--- config.mk ---
export PLATFORM = sky130hd
export DESIGN_NAME = sfs_front_end
export DESIGN_NICKNAME = d
export VERILOG_FILES = /design/src/design/sfs_pkg.sv /design/src/design/sfs_front_end.sv
export SDC_FILE = /design/constraint.sdc
export NUM_CORES = 1
export LEC_CHECK = 0
export BUFFER_PORTS_ARGS = -buffer_cell sky130_fd_sc_hd__buf_4
export CAP_MARGIN = 20
export CELL_PAD_IN_SITES_DETAIL_PLACEMENT = 2
export CELL_PAD_IN_SITES_GLOBAL_PLACEMENT = 2
export CORE_MARGIN = 3
export CORE_UTILIZATION = 37
export DETAILED_ROUTE_END_ITERATION = 12
export PLACE_DENSITY = 0.9
export SETUP_SLACK_MARGIN = 0.5
export SYNTH_ARGS = -nofsm -noshare
export SYNTH_HDL_FRONTEND = slang
export SYNTH_SLANG_ARGS = --single-unit
--- constraint.sdc ---
create_clock -name ref_clk_in -period 2.9 [get_ports ref_clk_in]
set_input_delay 0.435 -clock ref_clk_in [delete_from_list [all_inputs] [get_ports ref_clk_in]]
set_output_delay 0.435 -clock ref_clk_in [all_outputs]
set_load 0.05 [all_outputs]
--- src/design/sfs_pkg.sv ---
/*
  Shared constants and types of the serial flash front end.
  Assumes nothing beyond a SystemVerilog compiler.
*/
package sfs_pkg;
  // Pin slots in the input synchroniser
  localparam int SFS_PIN_W = 5;
  localparam int SFS_PIN_CS = 0;
  localparam int SFS_PIN_SCK = 1;
  localparam int SFS_PIN_SI = 2;
  localparam int SFS_PIN_PAUSE = 3;
  localparam int SFS_PIN_GUARD = 4;
  // Status register layout
  localparam int SFS_GUARD_BIT = 7;
  localparam logic [7:0] SFS_SR_RESET = 8'h00;
  localparam logic [7:0] SFS_SR_WMASK = 8'h8C;
  localparam logic [7:0] SFS_SR_WRITE_OP = 8'h01;
  localparam logic [2:0] SFS_LAST_BIT = 3'h7;
  // Transfer phase
  typedef enum logic [1:0] {
    SFS_IDLE = 2'b00,
    SFS_OPCODE = 2'b01,
    SFS_DATA = 2'b10,
    SFS_REJECT = 2'b11
  } sfs_phase_t;
endpackage

--- src/design/sfs_front_end.sv ---
/*
  Serial front end of a small serial flash: selection, bit sampling and
  launch, opcode capture and rejection, pause, status write guarding.
  Assumes all pins are asynchronous to ref_clk_in, which runs well above
  the serial clock, and that user logic answers opcode_bad_in in the same
  cycle as opcode_strobe_out.
*/
// Function
// - Selected and active only while select low
// - Sample serial input on SCK rising edge
// - Launch output bit after SCK falling edge
// - Work with SCK idling low or high
// - SCK is input only, always slave
// - First byte after select is opcode
// - Bad opcode: ignore input, output off
// - Deselected: ignore input, output off
// - Pause only while selected
// - Pause starts when SCK low after fall
// - Pause ends when SCK low after rise
// - Paused: output off, inputs ignored, state kept
// - Resume at the exact interrupted bit
// - Guard low and enable set: refuse writes
// - Guard low during write aborts it
// - Guard ignored once write cycle began
// - Enable bit clear: guard pin ignored
// - All bytes shifted MSB first
// - Guard enable is status bit seven
`timescale 1ns/100ps
`default_nettype none
module sfs_front_end
  import sfs_pkg::*;
(
  input wire logic ref_clk_in,
  input wire logic sys_rst_in,
  input wire logic chip_select_n_in,
  input wire logic sck_in,
  input wire logic si_in,
  input wire logic pause_n_in,
  input wire logic write_guard_n_in,
  input wire logic [7:0] tx_byte_in,
  input wire logic tx_enable_in,
  input wire logic opcode_bad_in,
  output logic so_out,
  output logic so_oe_out,
  output logic [7:0] rx_byte_out,
  output logic rx_strobe_out,
  output logic opcode_strobe_out,
  output logic paused_out,
  output logic selected_out,
  output logic [7:0] status_out,
  output logic sr_write_done_out
);
  logic [SFS_PIN_W-1:0] sync1;
  logic [SFS_PIN_W-1:0] sync2;
  logic cs_prev, sck_prev;
  logic cs_n, sck, si_s, pause_s, guard_s;
  logic sel, cs_fall, cs_rise, sck_rise, sck_fall, active, guarded;
  sfs_phase_t phase, next_phase;
  logic [2:0] bit_cnt, next_bit_cnt;
  logic [7:0] rx_shift, next_rx_shift;
  logic [7:0] tx_shift, next_tx_shift;
  logic [7:0] sr, next_sr;
  logic [7:0] sr_data, next_sr_data;
  logic [7:0] next_rx_byte;
  logic drive, next_drive, paused, next_paused, so, next_so;
  logic check, next_check, is_wr, next_is_wr;
  logic sr_pend, next_sr_pend, sr_abort, next_sr_abort;
  logic next_rx_strobe, next_op_strobe, next_done, next_oe;

  // Two flops per pin; only the second stage is ever decoded
  always_ff @(posedge ref_clk_in)
  begin
    if (sys_rst_in)
    begin
      sync1 <= {2'h3, 3'h1}; // Select high, clock low, pause and guard idle high
      sync2 <= {2'h3, 3'h1};
    end
    else
    begin
      sync1 <= {write_guard_n_in, pause_n_in, si_in, sck_in, chip_select_n_in};
      sync2 <= sync1;
    end
  end

  assign cs_n = sync2[SFS_PIN_CS];
  assign sck = sync2[SFS_PIN_SCK]; // SCK is only ever sampled, never driven
  assign si_s = sync2[SFS_PIN_SI];
  assign pause_s = sync2[SFS_PIN_PAUSE];
  assign guard_s = sync2[SFS_PIN_GUARD];

  // Edge finders; either idle level of SCK works since only edges count
  assign sel = !cs_n;
  assign cs_fall = cs_prev && !cs_n;
  assign cs_rise = !cs_prev && cs_n;
  assign sck_rise = sck && !sck_prev && !paused;
  assign sck_fall = !sck && sck_prev && !paused && !next_paused;
  assign active = sel && (phase == SFS_OPCODE || phase == SFS_DATA);
  assign guarded = !guard_s && sr[SFS_GUARD_BIT];

  // Pause follows the pin only while SCK is low, so an edge seen with
  // SCK high takes effect at the next SCK low
  always_comb
  begin
    next_paused = 1'h0;
    if (sel)
    begin
      next_paused = sck ? paused : !pause_s;
    end
  end

  // Transfer sequencing, shifting and status write handling
  always_comb
  begin
    next_phase = phase;
    next_bit_cnt = bit_cnt;
    next_rx_shift = rx_shift;
    next_tx_shift = tx_shift;
    next_drive = drive;
    next_so = so;
    next_check = 1'h0;
    next_is_wr = is_wr;
    next_sr = sr;
    next_sr_data = sr_data;
    next_sr_pend = sr_pend;
    next_sr_abort = sr_abort;
    next_rx_byte = rx_byte_out;
    next_rx_strobe = 1'h0;
    next_op_strobe = 1'h0;
    next_done = 1'h0;
    if (cs_fall)
    begin
      // Fresh selection always starts at opcode bit seven
      next_phase = SFS_OPCODE;
      next_bit_cnt = 3'h0;
      next_drive = 1'h0;
      next_is_wr = 1'h0;
      next_sr_pend = 1'h0;
      next_sr_abort = 1'h0;
    end
    else if (cs_rise)
    begin
      next_phase = SFS_IDLE;
      next_drive = 1'h0;
      // Internal write cycle begins here; guard no longer looked at
      if (sr_pend && !sr_abort)
      begin
        next_sr = (sr & ~SFS_SR_WMASK) | (sr_data & SFS_SR_WMASK);
        next_done = 1'h1;
      end
      next_sr_pend = 1'h0;
    end
    else
    begin
      if (active && sck_rise)
      begin
        next_rx_shift = {rx_shift[6:0], si_s};
        next_bit_cnt = bit_cnt + 3'h1;
        if (bit_cnt == SFS_LAST_BIT)
        begin
          next_rx_byte = {rx_shift[6:0], si_s};
          next_rx_strobe = 1'h1;
          next_tx_shift = tx_byte_in;
          next_drive = tx_enable_in;
          if (phase == SFS_OPCODE)
          begin
            next_op_strobe = 1'h1;
            next_check = 1'h1;
            next_phase = SFS_DATA;
            next_is_wr = ({rx_shift[6:0], si_s} == SFS_SR_WRITE_OP);
          end
          else if (is_wr && !sr_pend)
          begin
            next_sr_data = {rx_shift[6:0], si_s};
            next_sr_pend = 1'h1;
          end
        end
      end
      if (active && sck_fall && drive)
      begin
        next_so = tx_shift[7];
        next_tx_shift = {tx_shift[6:0], 1'h0};
      end
      // Rejection beats any launch prepared in the same cycle
      if (check && opcode_bad_in)
      begin
        next_phase = SFS_REJECT;
        next_drive = 1'h0;
      end
      // Abort is sticky for the rest of the selection
      if (sel && next_is_wr && guarded)
      begin
        next_sr_abort = 1'h1;
      end
    end
    // Held off while the opcode is judged, so a rejected one never drives the pin
    next_oe = sel && !next_paused && next_drive && !next_check
      && (next_phase == SFS_DATA);
  end

  // State registers
  always_ff @(posedge ref_clk_in)
  begin
    if (sys_rst_in)
    begin
      cs_prev <= 1'h1;
      sck_prev <= 1'h0;
      phase <= SFS_IDLE;
      bit_cnt <= 3'h0;
      rx_shift <= 8'h00;
      tx_shift <= 8'h00;
      drive <= 1'h0;
      so <= 1'h0;
      paused <= 1'h0;
      check <= 1'h0;
      is_wr <= 1'h0;
      sr <= SFS_SR_RESET;
      sr_data <= 8'h00;
      sr_pend <= 1'h0;
      sr_abort <= 1'h0;
      so_oe_out <= 1'h0;
      rx_byte_out <= 8'h00;
      rx_strobe_out <= 1'h0;
      opcode_strobe_out <= 1'h0;
      paused_out <= 1'h0;
      selected_out <= 1'h0;
      sr_write_done_out <= 1'h0;
    end
    else
    begin
      cs_prev <= cs_n;
      sck_prev <= sck;
      phase <= next_phase;
      bit_cnt <= next_bit_cnt;
      rx_shift <= next_rx_shift;
      tx_shift <= next_tx_shift;
      drive <= next_drive;
      so <= next_so;
      paused <= next_paused;
      check <= next_check;
      is_wr <= next_is_wr;
      sr <= next_sr;
      sr_data <= next_sr_data;
      sr_pend <= next_sr_pend;
      sr_abort <= next_sr_abort;
      so_oe_out <= next_oe;
      rx_byte_out <= next_rx_byte;
      rx_strobe_out <= next_rx_strobe;
      opcode_strobe_out <= next_op_strobe;
      paused_out <= next_paused;
      selected_out <= sel;
      sr_write_done_out <= next_done;
    end
  end

  // Output pin mirrors internal registers
  assign so_out = so;
  assign status_out = sr;

  // Checks on the pin behaviour and sequencing
  a_desel_output_off: assert property (@(posedge ref_clk_in) disable iff (sys_rst_in)
    cs_n |=> !so_oe_out) else $error("output enabled while deselected");
  a_pause_output_off: assert property (@(posedge ref_clk_in) disable iff (sys_rst_in)
    paused |-> !so_oe_out) else $error("output enabled while paused");
  a_reject_output_off: assert property (@(posedge ref_clk_in) disable iff (sys_rst_in)
    (phase == SFS_REJECT && sel) |=> (phase == SFS_REJECT || cs_n) && !so_oe_out)
    else $error("rejected transfer resumed or drove output");
  a_fall_clears_count: assert property (@(posedge ref_clk_in) disable iff (sys_rst_in)
    cs_fall |=> bit_cnt == 3'h0 && phase == SFS_OPCODE) else $error("counters not cleared");
  a_pause_freeze_state: assert property (@(posedge ref_clk_in) disable iff (sys_rst_in)
    paused && $past(paused) |-> $stable(bit_cnt) && $stable(rx_shift) && $stable(so))
    else $error("state moved during pause");
  a_pause_entry_low: assert property (@(posedge ref_clk_in) disable iff (sys_rst_in)
    sel && !sck && !pause_s |=> paused) else $error("pause not entered with clock low");
  a_pause_exit_low: assert property (@(posedge ref_clk_in) disable iff (sys_rst_in)
    sel && !sck && pause_s |=> !paused) else $error("pause not left with clock low");
  a_rise_sample_bit: assert property (@(posedge ref_clk_in) disable iff (sys_rst_in)
    active && sck_rise && !cs_fall |=> rx_shift[0] == $past(si_s) && bit_cnt == $past(bit_cnt) + 3'h1)
    else $error("input bit not sampled on rising edge");
  a_guard_aborts_wr: assert property (@(posedge ref_clk_in) disable iff (sys_rst_in)
    sel && is_wr && guarded && !cs_fall |=> sr_abort ##1 !sr_write_done_out)
    else $error("guarded status write not aborted");

  // Launch timing, byte framing and status commit points
  a_launch_on_fall: assert property (@(posedge ref_clk_in) disable iff (sys_rst_in)
    so != $past(so) |-> $past(active && sck_fall && drive))
    else $error("output bit changed without a clock fall");
  a_opcode_then_data: assert property (@(posedge ref_clk_in) disable iff (sys_rst_in)
    opcode_strobe_out |-> rx_strobe_out && phase == SFS_DATA)
    else $error("opcode byte did not open the data phase");
  a_idle_no_pause: assert property (@(posedge ref_clk_in) disable iff (sys_rst_in)
    !sel |=> !paused)
    else $error("pause entered while deselected");
  a_rx_msb_first: assert property (@(posedge ref_clk_in) disable iff (sys_rst_in)
    rx_strobe_out |-> rx_byte_out[7:1] == $past(rx_shift[6:0]))
    else $error("received byte not assembled first bit high");
  a_status_commit_only: assert property (@(posedge ref_clk_in) disable iff (sys_rst_in)
    sr != $past(sr) |-> $past(cs_rise && sr_pend && !sr_abort))
    else $error("status changed outside a write commit");
  a_guard_off_commits: assert property (@(posedge ref_clk_in) disable iff (sys_rst_in)
    cs_rise && sr_pend && !sr[SFS_GUARD_BIT] |=> sr_write_done_out)
    else $error("unguarded status write not committed");
endmodule
`default_nettype wire

# Yosys cells after proc, flatten, opt, wreduce, memory -nomap -nowiden

Index checks and enable logic that the tools add are counted.

Logic and storage cells: 109
Register bits after elaboration: 67
Input bits: 17
Output and inout port bits: 23

Mux-type cells: 28
Add/subtract/negate cells: 1
Reduce and logical (&&, ||, !) cells: 48
Bitwise logic cells: 5
Eq/ne operators: 5

Operator list:

| kind                  | count |
|---|---|
| $mux W8               | 3 |
| $logic_and A1 B1 Y1   | 21 |
| $mux W1               | 19 |
| $mux W2               | 6 |
| $reduce_and A4 Y1     | 3 |
| $logic_not A1 Y1      | 11 |
| $reduce_and A3 Y1     | 3 |
| $eq A8 B1 Y1 const B  | 1 |
| $or A7 B8 Y8          | 1 |
| $reduce_and A6 Y1     | 1 |
| $reduce_or A3 Y1      | 2 |
| $eq A2 B2 Y1 const B  | 2 |
| $not A1 Y1            | 4 |
| $reduce_and A2 Y1     | 2 |
| $reduce_bool A2 Y1    | 2 |
| $reduce_or A4 Y1      | 1 |
| $add A3 B1 Y3 const B | 1 |
| $eq A3 B3 Y1 const B  | 1 |
| $eq A2 B1 Y1 const B  | 1 |
| $reduce_or A2 Y1      | 1 |
| $logic_or A1 B1 Y1    | 1 |

# Longest topological paths before layout

Depth in word-level cells: 11
Mapped depth: 9
Gate-level depth less buffers: 6

# Least setup slack after synthesis

Ideal clock, no wire load.

Path kind: reg-to-reg
From: reg sync2[0]
To: reg rx_shift[0]
Clock period less this slack: 1917 ps
Data arrival time: 1790 ps
Buffers on the path: 3
Data required time: 2772 ps
Setup slack: 983 ps
Cell stages (with the launch flop): 10
Library setup time: 128 ps
Path through: dfxtp_1 > buf_4 > inv_1 > ha_1 > buf_2 > inv_1 > or3_1 > buf_2 > mux2i_1 > nor2_1

Longest elaborated chain between the ends: 4
Elaborated cells on any way between the ends: 8
Classes of those cells: 2 x bitwise; 6 x reduce/logical

Ends and longest elaborated chain:

| element                                           | RTL line                                 | RTL |
|---|---|---|
| start, declared                                   | sfs_front_end.sv:54                      | `logic [SFS_PIN_W-1:0] sync2;` |
| start signal, assigned                            | sfs_front_end.sv:76                      | `sync2 <= {2'h3, 3'h1};` |
| start signal, assigned                            | sfs_front_end.sv:81                      | `sync2 <= sync1;` |
| $logic_not A1 Y1 (*)                              | sfs_front_end.sv:92                      | `assign sel = !cs_n;` |
| via sel                                           | sfs_front_end.sv:57                      | `logic sel, cs_fall, cs_rise, sck_rise, sck_fall, active, guarded;` |
| $logic_and A1 B1 Y1, on equally long branches     | sfs_front_end.sv:97, sfs_front_end.sv:93 |  |
| $logic_and A1 B1 Y1 or $not A1 Y1 (tied branches) | --                                       |  |
| $reduce_and A3 Y1 (no source line) (*)            | --                                       |  |
| end signal, assigned                              | sfs_front_end.sv:234                     | `rx_shift <= next_rx_shift;` |
| end, declared                                     | sfs_front_end.sv:60                      | `logic [7:0] rx_shift, next_rx_shift;` |

The timed path passes the listed nets; every way through them passes the cells marked *.
A chain may end at the register's enable or synchronous reset.

# Worst setup path after layout

From: reg sync2[0]
To: reg rx_shift[5]

The elaborated chain is that of the path after synthesis.

==> out/qor.yml <==
finish:
  final_net_count: 291
  mostFrequentLayoutCells: "dfxtp_1, buf_4, mux2i_1"
  area_delta_synth_final_pct: 22.4
  layout-drive-gt1-share_pct: 24.7
  multi_input_area_um2: 1120
  seq_area_um2: 1140
  final_common_cell: "dfxtp_1"
  final_cell_area_um2: 2890
  num_antenna_cells: 0
  fillers: 643
  final_cell_count_no_fill: 346
  final_core_util_pct: 47.6
timing:
  setup_tns_ns: 0
  max_freq_mhz: 456
  fin_crit_sh_pct: 75.7
  whs_ns: 0.285
  period_needed_ns: 2.19
  final_max_slew_viol_count: 0
  tightest_slew_ns: 0.755
  hold_viol_final: 0
  slew_headroom_pct: 49.2
  setup_violations: 0
  worst_slack_ns: 0.705
  finClkSkew_ns: 0.00993
  rsz0062_at_grt: "false"
detailed_routing:
  via_per_inst: 5.22
  drtPass1Iterations: 4
  drc_errors: 0
  wl_per_cell_um: 17.8
  ant_nets: 0
  drtIter0Drc: 64
  wl_um: 6140
  via_count: 1805
cts:
  cts_tree: "built"
  cts_root_buf: "clkbuf_8"
  cts_made_buffers: 9
  clock-sinks: 57
  cts.repair.resized: 1
  htreeDepth: 3
  cts_buffer_depth: 2
  clk_pin_slew_ns: 0.07
  cts_setup_buffers: 0
  cts_hold_buf: 0
  clk_latency_ns: 0.34
synth:
  synth-seq-cells: 57
  synth_area_um2: 2360
  synth_cells: 233
  syn_avg_cell_area_um2: 10.1
  yosys_warnings: 0
  ys_seq_area_share_pct: 48.4
  yosysUniqueCellTypes: 38
critical_path:
  cp_slowest_stage_delay_ns: 0.55
  critPathKind: "flop to flop"
  startpoint_type: "flop"
  path_cells: "inv_1 -> ha_2 -> inv_1 -> or3_1 -> mux2i_1 -> nor2_1"
  path_common_cell: "inv_1"
  arrival_ns: 2.40
  end_kind: "flop"
  required_ns: 3.10
  crit-reg2reg-launch: "sync2[0]"
  crit_fanout: 12
  cp_slowest_cell: "or3_1"
  cp-startpoint: "sync2[0]"
placement:
  gp_congestion: 0.754
  io_buffers: 34
  place_area_um2: 2640
  place_ws_ns: 0.459
  dpl.hpwl_um: 4130
  post-place-cells: 330
power_and_ir_drop:
  p_clk_share_pct: 51.1
  power.leakage_nw: 1.28
  p_sw_mw: 0.386
  pwr-share-seq_pct: 44.5
  p_comb_share_pct: 4.4
  p_int_mw: 1.41
  p_per_area_nw_per_um2: 622
  p_sw_share_pct: 21.5
  ir_drop_mv: 0.261
  power_mw: 1.80
floorplan:
  rows: 28
  io_pins: 40
  dieHeight_um: 85.9
  initial_utilization_pct: 38.9
  die_x_um: 85.9
  coreArea_um2: 6060
  dieArea_um2: 7370
hold_path:
  hp-start: "write_guard_n_in"
  hold_path_class: "input pin to flop"
status:
  status: "finished, final reports clean"
grt:
  antenna_found_initial: 0
  grt_pass1_vias: 2032
  grt_use_total_pct: 18.3
  overflow: 0
  grt_pass1_wl_um: 10400
  grt_max_degree: 52
run:
  cap_violations: 0
## synthesized netlist by cell type
| master | instances | share of area [%] |
|---|---|---|
| and4bb_2 | 1 | 0.53 |
| and4b_1 | 2 | 0.85 |
| nand3_1 | 4 | 0.85 |
| buf_4 | 7 | 2.2 |
| nand4_1 | 2 | 0.53 |
| nor4_1 | 1 | 0.27 |
| o21ai_0 | 2 | 0.42 |
| nand2_1 | 8 | 1.3 |
| nor3_4 | 1 | 0.69 |
| nor2b_1 | 9 | 2.4 |
| nor2_1 | 27 | 4.3 |
| nor4b_1 | 1 | 0.37 |
| o21ai_4 | 1 | 0.69 |
| ha_1 | 8 | 4.2 |
| o211ai_1 | 1 | 0.32 |
| nand4bb_2 | 1 | 0.69 |
| buf_2 | 3 | 0.64 |
| a311oi_2 | 1 | 0.64 |
| xnor2_1 | 1 | 0.37 |
| or4_1 | 1 | 0.32 |
| conb_1 | 1 | 0.16 |
| or2_2 | 6 | 1.6 |
| a21oi_1 | 7 | 1.5 |
| and2_1 | 2 | 0.53 |
| and3_1 | 2 | 0.53 |
| a221o_1 | 1 | 0.42 |
| inv_1 | 7 | 1.1 |
| clkbuf_1 | 6 | 0.95 |
| dfxtp_1 | 57 | 48 |
| mux2i_1 | 30 | 13 |
| nor3_2 | 1 | 0.42 |
| or3_1 | 4 | 1.1 |
| a2111oi_0 | 1 | 0.37 |
| nand4b_1 | 2 | 0.74 |
| a211oi_1 | 15 | 4.8 |
| buf_1 | 1 | 0.16 |
| nor4_2 | 1 | 0.53 |
| nor3_1 | 7 | 1.5 |
## layout make-up
cell class / instances / area share, %
clock buffers: 10 / 4.77
clock inverters: 6 / 3.64
inverters: 7 / 0.910
multi-input cells: 156 / 38.8
flip-flops and latches: 57 / 39.6
well taps: 75 / 3.25
repair buffers: 35 / 9.10
## worst max-delay path: cells and delay by family (launching register included)
kind          cells  cell delay, ns
simple gates      2            0.62
flops             1            0.49
fa+ha+maj         1            0.45
buf+inv           2            0.25
mux               1            0.24
## flip-flops by register name, indices dropped and copies added, names as in the netlist, 2 cells and up
name,flops
sync1,5
rx_byte_out,8
tx_shift,8
rx_shift,7
phase,2
bit_cnt,3
sr_data,3
status_out,3
sync2,5
## final timing paths
kind                       to  slack [ns]  depth (start not counted)
setup / recovery  rx_shift[5]        0.71                          6
setup reg to reg  rx_shift[5]        0.71                          6
hold / removal       sync1[4]        0.29                          2
hold reg to reg      sync2[3]        0.42                          1
## routing by layer
| metal | track usage (%) | vias to the layer above | routed length, um |
|---|---|---|---|
| met1 | 22.6 | 888 | 2820 |
| met3 | 3.55 | 7 | 180 |
| met2 | 30.4 | 34 | 3070 |
| li1 | - | 876 | - |
| met4 | 9.06 | 0 | 69 |
| met5 | 0 | - | 0 |
## power by group through the flow
stage	combinational (mW)	clock (mW)	sequential, mW
detailed placement	0.0788	0	0.816
global route	0.0877	0.982	0.799
global placement	0.0755	0	0.815
CTS	0.0803	0.938	0.798
floorplan	0.0575	0	0.813
finish	0.0795	0.917	0.798
## kinds of logic (layout without fill, tap and decap cells)
group	Yosys count	after routing	synth area share [%]
xor gates and xnor gates	1	1	0.371
adders and majority gates	8	8	4.24
other	1	5	0.159
muxes	30	30	12.7
and+or+nand+nor	83	83	19.9
buffers and inverters	24	58	5.09
DFF	57	57	48.4
AOI/OAI and AO/OA	29	29	9.12
Power figures use the tool's default switching activity.
